## src/design/two_wire_map.svh

```systemverilog
// Write mask, field positions, reset values and timing counts of the two-wire port
`ifndef TWO_WIRE_MAP_SVH
`define TWO_WIRE_MAP_SVH
`define STAT_WR_MASK      8'hC0
`define CTRL_A_RST        8'h00
`define CTRL_B_RST        8'h00
`define STAT_RST          8'h00
`define ADDR_RST          8'h00
`define CTRL_A_EN_BIT     5
`define CTRL_A_MASTER_BIT 3
`define CTRL_B_SEN_BIT    0
`define CTRL_B_PEN_BIT    2
`define CTRL_B_ACKDT_BIT  5
`define CTRL_B_GCEN_BIT   7
`define STAT_STOP_BIT     4
`define STAT_START_BIT    3
`define STAT_RW_BIT       2
`define STAT_BF_BIT       0
`define STAT_DA_BIT       5
`define RELOAD_MSB        6
`define QUARTERS          2'h3
`define ADDR10_HDR        5'h1E
`endif

```

## src/design/two_wire_pkg.sv

```systemverilog
// Types of the two-wire port
package two_wire_pkg;
    typedef enum logic [2:0] {
        ST_IDLE  = 3'b000,
        ST_START = 3'b001,
        ST_LOW   = 3'b010,
        ST_HIGH  = 3'b011,
        ST_STOP  = 3'b100,
        ST_DONE  = 3'b101
    } mst_state_e;
endpackage

```

## src/design/two_wire_port.sv

```systemverilog
// Two-wire serial port with master bit clock and slave address match
`timescale 1ns/1ps
`include "two_wire_map.svh"
module two_wire_port (
    // Clock and reset
    input  wire logic       sys_clk_i,
    input  wire logic       reset_i,
    // Software register access
    input  wire logic [7:0] wr_data_i,
    input  wire logic       ctrl_a_wr_i,
    input  wire logic       ctrl_b_wr_i,
    input  wire logic       status_wr_i,
    input  wire logic       buffer_wr_i,
    input  wire logic       addr_wr_i,
    input  wire logic       buffer_rd_i,
    input  wire logic       irq_clr_i,
    output logic      [7:0] serial_ctrl_a_o,
    output logic      [7:0] serial_ctrl_b_o,
    output logic      [7:0] serial_status_reg_o,
    output logic      [7:0] serial_byte_buffer_o,
    output logic      [7:0] own_addr_or_reload_o,
    output logic            serial_irq_flag_o,
    // Bus pins
    input  wire logic       bus_clock_pin_i,
    output logic            bus_clock_pin_o,
    output logic            bus_clock_pin_oe_o,
    input  wire logic       bus_data_pin_i,
    output logic            bus_data_pin_o,
    output logic            bus_data_pin_oe_o
);
    logic [7:0] ctrl_a_q, ctrl_b_q, stat_q, buf_q, addr_q, shift_q;
    logic       irq_q;
    logic [1:0] quarter_q;
    logic       tick;
    logic [6:0] brg_q;
    logic       brg_load, brg_zero;
    logic [3:0] bit_q, sbit_q;
    logic       scl_low_q, sda_low_q, scl_d1_q, sda_d1_q;
    logic       master, enable;
    logic       start_seen, stop_seen, scl_rise;
    logic [1:0] sphase_q;
    logic       s_ack_q, s_rx_done;
    two_wire_pkg::mst_state_e st_q;

    assign enable = ctrl_a_q[`CTRL_A_EN_BIT];
    assign master = ctrl_a_q[`CTRL_A_MASTER_BIT];

    // Quarter-phase sequencer; ticks on phase two and four
    always_ff @(posedge sys_clk_i) begin
        if (reset_i) begin
            quarter_q <= 2'h0;
        end else begin
            quarter_q <= quarter_q + 2'h1;
        end
    end
    assign tick = quarter_q[0];

    // Bit rate counter
    assign brg_zero = (brg_q == 7'h00);
    always_ff @(posedge sys_clk_i) begin
        if (reset_i) begin
            brg_q <= 7'h00;
        end else if (brg_load) begin
            brg_q <= addr_q[`RELOAD_MSB:0];
        end else if (tick && !brg_zero) begin
            brg_q <= brg_q - 7'h01;
        end
    end

    // Master state machine: start, eight bits plus ack, stop
    always_comb begin
        brg_load = 1'b0;
        if (master && enable && buffer_wr_i && st_q == two_wire_pkg::ST_IDLE) begin
            brg_load = 1'b1;
        end else if (tick && brg_zero && st_q != two_wire_pkg::ST_IDLE &&
                     st_q != two_wire_pkg::ST_DONE) begin
            brg_load = 1'b1;
        end
    end

    always_ff @(posedge sys_clk_i) begin
        if (reset_i) begin
            st_q      <= two_wire_pkg::ST_IDLE;
            bit_q     <= 4'h0;
            scl_low_q <= 1'b0;
            sda_low_q <= 1'b0;
        end else if (!enable || !master) begin
            st_q      <= two_wire_pkg::ST_IDLE;
            scl_low_q <= 1'b0;
            sda_low_q <= s_ack_q && sbit_q != 4'h8;
        end else begin
            case (st_q)
                two_wire_pkg::ST_IDLE: begin
                    if (buffer_wr_i) begin
                        st_q      <= two_wire_pkg::ST_START;
                        sda_low_q <= 1'b1;
                        bit_q     <= 4'h0;
                    end
                end
                two_wire_pkg::ST_START: begin
                    if (tick && brg_zero) begin
                        scl_low_q <= 1'b1;
                        sda_low_q <= ~shift_q[7];
                        st_q      <= two_wire_pkg::ST_LOW;
                    end
                end
                two_wire_pkg::ST_LOW: begin
                    if (tick && brg_zero) begin
                        scl_low_q <= 1'b0;
                        st_q      <= two_wire_pkg::ST_HIGH;
                    end
                end
                two_wire_pkg::ST_HIGH: begin
                    if (tick && brg_zero) begin
                        scl_low_q <= 1'b1;
                        bit_q     <= bit_q + 4'h1;
                        if (bit_q == 4'h8) begin
                            sda_low_q <= 1'b1;
                            st_q      <= two_wire_pkg::ST_STOP;
                        end else begin
                            sda_low_q <= (bit_q == 4'h7) ? 1'b0
                                         : ~shift_q[6 - bit_q[2:0]];
                            st_q      <= two_wire_pkg::ST_LOW;
                        end
                    end
                end
                two_wire_pkg::ST_STOP: begin
                    if (tick && brg_zero) begin
                        if (scl_low_q) begin
                            scl_low_q <= 1'b0;
                        end else begin
                            sda_low_q <= 1'b0;
                            st_q      <= two_wire_pkg::ST_DONE;
                        end
                    end
                end
                two_wire_pkg::ST_DONE: begin
                    st_q <= two_wire_pkg::ST_IDLE;
                end
                default: st_q <= two_wire_pkg::ST_IDLE;
            endcase
        end
    end

    // Bus condition detection
    always_ff @(posedge sys_clk_i) begin
        if (reset_i) begin
            scl_d1_q <= 1'b1;
            sda_d1_q <= 1'b1;
        end else begin
            scl_d1_q <= bus_clock_pin_i;
            sda_d1_q <= bus_data_pin_i;
        end
    end
    assign start_seen = scl_d1_q && bus_clock_pin_i && sda_d1_q && !bus_data_pin_i;
    assign stop_seen  = scl_d1_q && bus_clock_pin_i && !sda_d1_q && bus_data_pin_i;
    assign scl_rise   = !scl_d1_q && bus_clock_pin_i;

    // Slave receiver: address match (7-bit, general call, 10-bit header only; second 10-bit byte acked unchecked) then data
    always_ff @(posedge sys_clk_i) begin
        if (reset_i) begin
            sbit_q   <= 4'h0;
            sphase_q <= 2'h0;
            s_ack_q  <= 1'b0;
            shift_q  <= 8'h00;
        end else if (buffer_wr_i) begin
            shift_q <= wr_data_i;
        end else if (start_seen || stop_seen || !enable) begin
            sbit_q   <= 4'h0;
            sphase_q <= (start_seen && enable) ? 2'h1 : 2'h0;
            s_ack_q  <= 1'b0;
        end else if (scl_d1_q && !bus_clock_pin_i) begin
            sbit_q  <= (sbit_q == 4'h8) ? 4'h9 : sbit_q;
            s_ack_q <= s_ack_q && sbit_q != 4'h0;
        end else if (!master && sphase_q != 2'h0 && scl_rise) begin
            if (sbit_q[3]) begin
                sbit_q  <= 4'h0;
            end else begin
                shift_q <= {shift_q[6:0], bus_data_pin_i};
                sbit_q  <= sbit_q + 4'h1;
                if (sbit_q == 4'h7) begin
                    if (sphase_q == 2'h1) begin
                        if ((shift_q[6:0] == addr_q[7:1]) ||
                            (shift_q[6:0] == 7'h00 &&
                             ctrl_b_q[`CTRL_B_GCEN_BIT])) begin
                            s_ack_q  <= 1'b1;
                            sphase_q <= 2'h3;
                        end else if (shift_q[6:2] == `ADDR10_HDR &&
                                     shift_q[1:0] == addr_q[2:1]) begin
                            s_ack_q  <= 1'b1;
                            sphase_q <= 2'h2;
                        end else begin
                            sphase_q <= 2'h0;
                        end
                    end else if (sphase_q == 2'h2) begin
                        s_ack_q  <= 1'b1;
                        sphase_q <= 2'h3;
                    end else begin
                        s_ack_q <= ~ctrl_b_q[`CTRL_B_ACKDT_BIT];
                    end
                end
            end
        end
    end
    assign s_rx_done = !master && sphase_q == 2'h3 && scl_rise && sbit_q == 4'h7;

    // Software registers
    always_ff @(posedge sys_clk_i) begin
        if (reset_i) begin
            ctrl_a_q <= `CTRL_A_RST;
            ctrl_b_q <= `CTRL_B_RST;
            addr_q   <= `ADDR_RST;
        end else begin
            if (ctrl_a_wr_i) ctrl_a_q <= wr_data_i;
            if (ctrl_b_wr_i) ctrl_b_q <= wr_data_i;
            if (addr_wr_i)   addr_q   <= wr_data_i;
        end
    end

    always_ff @(posedge sys_clk_i) begin
        if (reset_i) begin
            buf_q <= 8'h00;
            stat_q <= `STAT_RST;
            irq_q  <= 1'b0;
        end else begin
            if (buffer_wr_i) begin
                buf_q <= wr_data_i;
            end else if (s_rx_done) begin
                buf_q <= {shift_q[6:0], bus_data_pin_i};
            end
            if (status_wr_i) begin
                stat_q[7:6] <= wr_data_i[7:6];
            end
            if (start_seen) begin
                stat_q[`STAT_START_BIT] <= 1'b1;
                stat_q[`STAT_STOP_BIT]  <= 1'b0;
            end else if (stop_seen) begin
                stat_q[`STAT_STOP_BIT]  <= 1'b1;
                stat_q[`STAT_START_BIT] <= 1'b0;
            end
            if (s_rx_done) begin
                stat_q[`STAT_BF_BIT] <= 1'b1;
            end else if (buffer_rd_i) begin
                stat_q[`STAT_BF_BIT] <= 1'b0;
            end
            stat_q[`STAT_RW_BIT] <= st_q != two_wire_pkg::ST_IDLE;
            if (s_rx_done || start_seen || stop_seen ||
                st_q == two_wire_pkg::ST_DONE) begin
                irq_q <= 1'b1;
            end else if (irq_clr_i) begin
                irq_q <= 1'b0;
            end
        end
    end

    // Registered outputs; pins only pull low
    always_ff @(posedge sys_clk_i) begin
        if (reset_i) begin
            serial_ctrl_a_o      <= `CTRL_A_RST;
            serial_ctrl_b_o      <= `CTRL_B_RST;
            serial_status_reg_o  <= `STAT_RST;
            serial_byte_buffer_o <= 8'h00;
            own_addr_or_reload_o <= `ADDR_RST;
            serial_irq_flag_o    <= 1'b0;
            bus_clock_pin_o      <= 1'b0;
            bus_clock_pin_oe_o   <= 1'b0;
            bus_data_pin_o       <= 1'b0;
            bus_data_pin_oe_o    <= 1'b0;
        end else begin
            serial_ctrl_a_o      <= ctrl_a_q;
            serial_ctrl_b_o      <= ctrl_b_q;
            serial_status_reg_o  <= stat_q;
            serial_byte_buffer_o <= buf_q;
            own_addr_or_reload_o <= addr_q;
            serial_irq_flag_o    <= irq_q;
            bus_clock_pin_o      <= 1'b0;
            bus_clock_pin_oe_o   <= enable && scl_low_q;
            bus_data_pin_o       <= 1'b0;
            bus_data_pin_oe_o    <= enable && sda_low_q;
        end
    end
endmodule

```

## config.mk

```make
export PLATFORM = sky130hd
export DESIGN_NAME = two_wire_port
export DESIGN_NICKNAME = d
export VERILOG_FILES = /design/src/design/two_wire_pkg.sv /design/src/design/two_wire_port.sv
export VERILOG_INCLUDE_DIRS = /design/src /design/src/design
export SDC_FILE = /design/constraint.sdc
export NUM_CORES = 1
export LEC_CHECK = 0
export ABC_AREA = 1
export CAP_MARGIN = 20
export CORE_UTILIZATION = 60
export DETAILED_ROUTE_END_ITERATION = 10
export DONT_BUFFER_PORTS = 1
export GPL_TIMING_DRIVEN = 0
export PLACE_DENSITY = 0.83
export SETUP_SLACK_MARGIN = 0.5
export SYNTH_ARGS = -nofsm -noshare
export SYNTH_HDL_FRONTEND = slang
export SYNTH_SLANG_ARGS = --single-unit
```

## constraint.sdc

```tcl
create_clock -name sys_clk_i -period 2.4 [get_ports sys_clk_i]
set_clock_uncertainty 0.05 [all_clocks]
set_input_delay 0.48 -clock sys_clk_i [delete_from_list [all_inputs] [get_ports sys_clk_i]]
set_output_delay 0.48 -clock sys_clk_i [all_outputs]
set_load 0.05 [all_outputs]
```

==> qor.yml, run 1 <==
drive_above_1_share_pct: 12.5
insertion_delay_ps: 520
worstPathArrival_ps: 2190
die-area_um2: 8280
vias: 4216
htreeDepth: 4
max_clock_freq_ghz: 0.559
drt-total-wl_mm: 11.8
setup_violations: 0
leakage_nw: 2.41
synth.yosys.warnings: 0
finalMaxSlewViolations: 0
firstDrtPassIters: 5
clock-root-buffer: "clkbuf_8"
crit_type: "register to register"
drv_cap: 0
io_pins: 64
max_slew_margin_pct: 60.9
start_util_pct: 61.8
grt_use_total_pct: 29.4
fp.dieW_um: 91.0
hold_buffers: 0
die_h_um: 91.0
synth-simple-area-share_pct: 21.1
synth_cell_types: 43
area_growth_pct: 17.3
clock_path_buffers: 2
wl_per_cell_um: 15.6
synthAdderAreaFrac_pct: 1.84
nFillCells: 584
insertedDiodeCount: 0
fin_tns_setup_ps: 0
grt_pass1_vias: 4027
seq_area_um2: 2280
hold_slack_ps: 13.5
clkTransAtPathRegs_ps: 60
status: "finished, final reports clean"
synth_ff_type: "dfxtp_1"
multiInputGateArea_um2: 2030
synthArstFlopShare_pct: 0
drtIter0Drc: 300
irDropWorstVdd_uv: 656
io_buffers: 0
postSynthCellCount: 619
min_period_ps: 1790
avgSynthCellArea_um2: 7.67
synth_compound_area_share_pct: 16.9
cp-start-kind: "register"
powerDensity_nw_per_um2: 1040
worst_slew_pin_slew_ps: 587
place_hpwl_mm: 8.10
synth_area_um2: 4750
worst-path-max-fanout: 5
grt_pass1_wl_mm: 18.9
ant_nets: 0
rows: 32
place_congestion: 0.909
overflow: 0
synth_top_family_by_area: "simple AND/OR/NAND/NOR gates"
required_ps: 2800
synth_xor_area_share_pct: 1.66
hold_viol: 0
vias_per_cell: 5.55
cts_inserted_buffers: 17
antenna_found_initial: 0
drc_errors: 0
cts.sinks: 114
grt_max_degree: 17
min_path_type: "input pin to register"
synth_edf_count: 0
end_kind: "register"
rsz0062_at_grt: "no"
ys_ff_latch: 114
cts_tree: "built"
nets: 671
synthMuxAreaShare_pct: 0
coreArea_um2: 7690
synth_seq_area_share_pct: 48.1
min_period_over_period_pct: 74.5
-- sequential cells by signal, summed over array words and instances, names as in the netlist, 6 cells and up --
signal and cells:
serial_byte_buffer_o 8, stat_q 6, own_addr_or_reload_o 8, serial_status_reg_o 6, ctrl_b_q 8, buf_q 8
serial_ctrl_b_o 8, serial_ctrl_a_o 8, brg_q 7, addr_q 8, shift_q 8, ctrl_a_q 8
-- area by class of cell --
cell class,instances,share of cell area [%]
sequential,114,41.0
inverter,96,6.56
timing repair buffer,3,0.404
buffer,25,2.31
clock buffer,23,8.38
multi-input combinational,388,36.4
clock inverter,9,2.74
tap,102,2.29
-- timing repair --
action | CTS | global route
endpoints found under the setup margin | 0 | 11
gates resized for setup | 0 | 9
setup buffers | 0 | 3
hold endpoints to repair | 0 | 0
-- power by group --
part	switching [mW]	leakage (nW)	internal, mW
Combinational	0.594	1.17	0.332
Sequential	0.203	0.938	2.05
Clock	0.853	0.306	1.77
-- path summary, 6_finish.rpt --
| check | start | endpoint | slack (ps) | cells after the start |
|---|---|---|---|---|
| setup / recovery | brg_q[1]$_SDFFE_PP0P_ | brg_q[4]$_SDFFE_PP0P_ | 610 | 13 |
| hold / removal | bus_clock_pin_i | scl_d1_q$_SDFF_PP1_ | 10 | 1 |
| setup reg to reg | brg_q[1]$_SDFFE_PP0P_ | brg_q[4]$_SDFFE_PP0P_ | 610 | 13 |
| hold reg to reg | stat_q[2]$_SDFF_PP0_ | serial_status_reg_o[2]$_SDFF_PP0_ | 370 | 2 |
-- cell families after synthesis --
| logic type | count (synthesis) |
|---|---|
| adders and majority gates | 7 |
| buffers and inverters | 121 |
| DFF | 114 |
| xor gates and xnor gates | 9 |
| and+or+nand+nor | 221 |
| other | 1 |
| AOI/OAI and AO/OA | 146 |
-- synthesized netlist by cell type, types with 2 or more instances --
cell        n  area, um^2
nor2_4      5        56.3
nand4_1     4        25.0
nand3_2     2        20.0
nand3b_1    2        15.0
nand2_2     4        25.0
a21oi_1    60         300
o21ai_0    60         300
nor3_1      4        20.0
xnor2_1     4        35.0
dfxtp_1   114        2280
o21ai_1     3        15.0
or2_2       4        25.0
nor2_1     81         304
nand2_1    88         330
o21ai_2     4        35.0
nand3_1    16        80.1
inv_1      92         345
buf_4       5        37.5
nor3b_1     2        15.0
o211ai_1    5        37.5
clkbuf_1   14        52.6
inv_2       3        11.3
a211oi_1    4        30.0
a21oi_2     2        17.5
xor2_1      5        43.8
ha_1        7        87.6
o21bai_1    2        15.0
buf_2       5        25.0
nor2_2      4        25.0
-- worst max-delay path, cell delays in order, from the launching register on --
cell and delay (ps):
dfxtp_1 330, inv_1 90, ha_1 150, inv_1 50, nor2_2 150, nand3_4 140
nor2_2 130, nand2_2 120, nand2_4 140, buf_4 130, nand2_1 50, o21ai_0 70
a21oi_1 50, nor2_1 80
-- layout by cell type (no fill, tap or decap), types with 5 or more instances in the layout --
cell and instances:
a21oi_1 60, buf_4 9, clkbuf_1 17, clkbuf_16 16
dfxtp_1 114, ha_1 6, inv_1 91, nand2_1 87
nand2_2 5, nand3_1 16, nor2_1 79, nor2_2 6
nor2_4 5, o211ai_1 5, o21ai_0 60, xor2_1 5
-- metrics by stage --
step / worst slack [ps] / total power, mW / util, % / instance area, um^2 / std cells
4_1_cts: 503 / 5.73 / 71.6 / 5510 / 756
6_report: 611 / 5.79 / 72.5 / 5570 / 760
3_3_place_gp: 526 / 3.09 / 63.6 / 4890 / 724
2_1_floorplan: 749 / 2.95 / - / 4760 / 622
3_5_place_dp: 474 / 3.12 / 63.6 / 4890 / 724
5_1_grt: 496 / 6.02 / 72.5 / 5570 / 760
-- routing by layer --
metal | vias to the layer above | track usage [%] | part of all wire, %
li1 | 2027 | - | -
met1 | 1980 | 34.1 | 41
met2 | 166 | 49.7 | 48
met3 | 43 | 9.46 | 7.3
met4 | 0 | 12.6 | 3.3
met5 | - | 0 | 0
No activity file was read; power rests on OpenSTA's default activity.
==> run 2: changes to the inputs <==
--- a/config.mk
+++ b/config.mk
@@ -6,7 +6,7 @@
 export SDC_FILE = /design/constraint.sdc
 export NUM_CORES = 1
 export LEC_CHECK = 0
-export ABC_AREA = 1
+export ABC_AREA = 0
 export CAP_MARGIN = 20
 export CORE_UTILIZATION = 60
 export DETAILED_ROUTE_END_ITERATION = 10
==> constraint.sdc (replaced) <==
create_clock -name sys_clk_i -period 1.8 [get_ports sys_clk_i]
set_clock_uncertainty 0.05 [all_clocks]
set_input_delay 0.36 -clock sys_clk_i [delete_from_list [all_inputs] [get_ports sys_clk_i]]
set_output_delay 0.36 -clock sys_clk_i [all_outputs]
set_load 0.05 [all_outputs]
==> run 2 against run 1 <==
  * The run now ends with negative setup slack left
  * Worst hold slack better by 62 ps
  * Wire length grew 53%
  * Setup slack got worse by 1200 ps
  * First-iteration DRC count grew to 2.5 times the previous value
  * Combinational power up 94%
  * Utilization increased by 20 points
  * Global-route usage is 12 points higher
  * Critical path type unchanged
==> qor.yml, run 2 <==
start_util_pct: 63.3  # was 61.8%
cts_tree: "built"  # unchanged
io_buffers: 0  # unchanged
postSynthCellCount: 492  # was 619
synth_top_area_share_pct: 48.7  # was 48.1%
rsz0062_at_grt: "yes"  # was no
ys_top_cells_by_count: "114 x dfxtp_1, 71 x nor2_1, 40 x nor2b_1"  # was 114 x dfxtp_1, 92 x inv_1, 88 x nand2_1
synthArstFlopShare_pct: 0  # unchanged
powerDensity_nw_per_um2: 1180  # was 1040 nW/um^2
leakage_nw: 2.69  # was 2.41 nW
min_period_ps: 2370  # was 1790 ps
fp.dieW_um: 90.4  # was 91.0 um
total_power_mw: 8.03  # was 5.79 mW
place_hpwl_mm: 7.54  # was 8.10 mm
irDropWorstVdd_uv: 851  # was 656 uV
min_delay_path_depth: 3  # was 1
worstPathArrival_ps: 2770  # was 2190 ps
min_path_type: "input pin to register"  # unchanged
vias_per_cell: 6.81  # was 5.55
area_growth_pct: 45.4  # was 17.3%
clkTransAtPathRegs_ps: 60  # about the same
cts_inserted_buffers: 17  # unchanged
insertion_delay_ps: 540  # was 520 ps
drive_above_1_share_pct: 44.3  # was 12.5%
synth_ff_type: "dfxtp_1"  # unchanged
clock-root-buffer: "clkbuf_8"  # unchanged
drc_errors: 0  # unchanged
synth_cell_types: 61  # was 43
worst-path-max-fanout: 3  # was 5
status: "complete, but fails checks"  # was finished, final reports clean
cts.sinks: 114  # unchanged
most-common-layout-cells: "56 x nor2_1, 52 x dfxtp_1, 47 x dfxtp_4, 40 x nor2b_1, 37 x mux2i_1"  # was 114 x dfxtp_1, 91 x inv_1, 87 x nand2_1, 79 x nor2_1
synth_area_leaders: "dfxtp_1 49%, mux2i_1 8.1%, nor2_1 5.7%, nor2b_1 5.3%, a211oi_1 2.9%"  # was dfxtp_1 48%, inv_1 7.3%, nand2_1 7.0%, nor2_1 6.4%, a21oi_1 6.3%
worst_slew_pin_slew_ps: 669  # was 587 ps
drt-total-wl_mm: 18.1  # was 11.8 mm
io_pins: 64  # unchanged
firstDrtPassIters: 6  # was 5
crit_type: "register to register"  # unchanged
required_ps: 2210  # was 2800 ps
max_slew_margin_pct: 55.4  # was 60.9%
final_common_cell: "nor2_1"  # was dfxtp_1
ant_nets: 0  # unchanged
rows: 31  # was 32
fin_util_pct: 92.0  # was 72.5%
insertedDiodeCount: 0  # unchanged
synth_area_leader_cell: "dfxtp_1"  # unchanged
violations: "negative setup slack"
nFillCells: 246  # was 584
synth_area_um2: 4690  # was 4750 um^2
coreArea_um2: 7410  # was 7690 um^2
setup_violations: 32  # was 0
grt_use_total_pct: 41.5  # was 29.4%
clock_path_buffers: 2  # unchanged
max_clock_freq_ghz: 0.422  # was 0.559 GHz
drtIter0Drc: 753  # was 300
hold_viol: 0  # unchanged
wl_per_cell_um: 26.6  # was 15.6 um
drv_cap: 0  # unchanged
rr_worst_depth: 7  # was 13
place_congestion: 0.859  # was 0.909
nets: 596  # was 671
cp-start-kind: "register"  # unchanged
die_h_um: 90.4  # was 91.0 um
finalMaxSlewViolations: 0  # unchanged
avgSynthCellArea_um2: 9.53  # was 7.67 um^2
end_kind: "register"  # unchanged
grt_pass1_wl_mm: 25.5  # was 18.9 mm
min_period_over_period_pct: 132  # was 74.5%
die-area_um2: 8170  # was 8280 um^2
grt_max_degree: 17  # unchanged
grt_pass1_vias: 4790  # was 4027
ys_ff_latch: 114  # unchanged
fin_tns_setup_ps: -5040  # was 0 ps
antenna_found_initial: 1  # was 0
finalWorstSetupSlack_ps: -567  # was 611 ps
vias: 4646  # was 4216
synth_seq_area_share_pct: 48.7  # was 48.1%
htreeDepth: 4  # unchanged
synth.yosys.warnings: 0  # unchanged
synth_edf_count: 0  # unchanged
overflow: 0  # unchanged
yosysMostFrequentCell: "dfxtp_1"  # unchanged
run 2: cell families after synthesis:
logic type | Yosys count | share of synthesized area (%)
adders and majority gates | 7 | 1.87
AOI/OAI and AO/OA | 83 | 12.4
xor gates and xnor gates | 14 | 2.62
and+or+nand+nor | 187 | 20.9
muxes | 42 | 9.55
other | 1 | 0.0800
buffers and inverters | 44 | 3.90
DFF | 114 | 48.7
run 2: worst max-delay path, cell delays in order, from the launching register on:
cell and delay (ps):
dfxtp_4 370, inv_4 50, ha_4 300, mux4_2 540
mux2i_2 200, nor3b_1 70, or4b_1 480, a221oi_2 220
run 2: metrics by stage:
step                      cell area [um^2]  hold slack [ps]  setup WS [ps]  cells
final                                 6820             75.9           -567    682
after global routing                  6820             81.0           -603    682
after CTS                             6580             6.41           -489    672
after detailed placement              5090              385           -581    594
after global placement                5090              382           -561    594
after floorplan                       4970              364           -381    495
run 2: area by class of cell:
type | count | area [um^2] | share of cell area (%)
multi-input combinational | 337 | 2820 | 41.3
sequential | 114 | 2480 | 36.3
timing repair buffer | 56 | 583 | 8.55
clock buffer | 17 | 414 | 6.07
buffer | 29 | 188 | 2.75
clock inverter | 15 | 153 | 2.24
tap | 99 | 124 | 1.82
inverter | 15 | 61.3 | 0.899
run 2: power by group:
group | internal, mW | switching (mW) | leakage (nW)
combinational | 0.845 | 0.955 | 1.43
clock | 1.87 | 1.41 | 0.277
sequential | 2.66 | 0.290 | 0.974
run 2: path summary, 6_finish.rpt:
check                                       to  slack [ps]                   from
max                     sda_low_q$_SDFFE_PP0P_        -570  bit_q[0]$_SDFFE_PP0P_
max reg2reg             sda_low_q$_SDFFE_PP0P_        -570  bit_q[0]$_SDFFE_PP0P_
min reg2reg  serial_status_reg_o[2]$_SDFF_PP0_         400   stat_q[2]$_SDFF_PP0_
min                   sphase_q[0]$_SDFFE_PP0P_          80         bus_data_pin_i
run 2: per-layer routing:
layer  GRT usage, %  up-vias  routed length (um)
met2           66.2      418                8360
met5              0        -                   0
met4           31.9        0                1530
li1               -     1863                   -
met3           12.8      169                1990
met1           46.3     2196                6260
run 2: repair_timing:
item                                    4_1_cts  5_1_grt
pin swaps                                    48       15
endpoints found under the setup margin       82      102
buffers inserted                             32        9
gates resized for setup                     180       41
hold buffers                                 12        1
cloned                                        2        0
hold endpoints to repair                     30        1
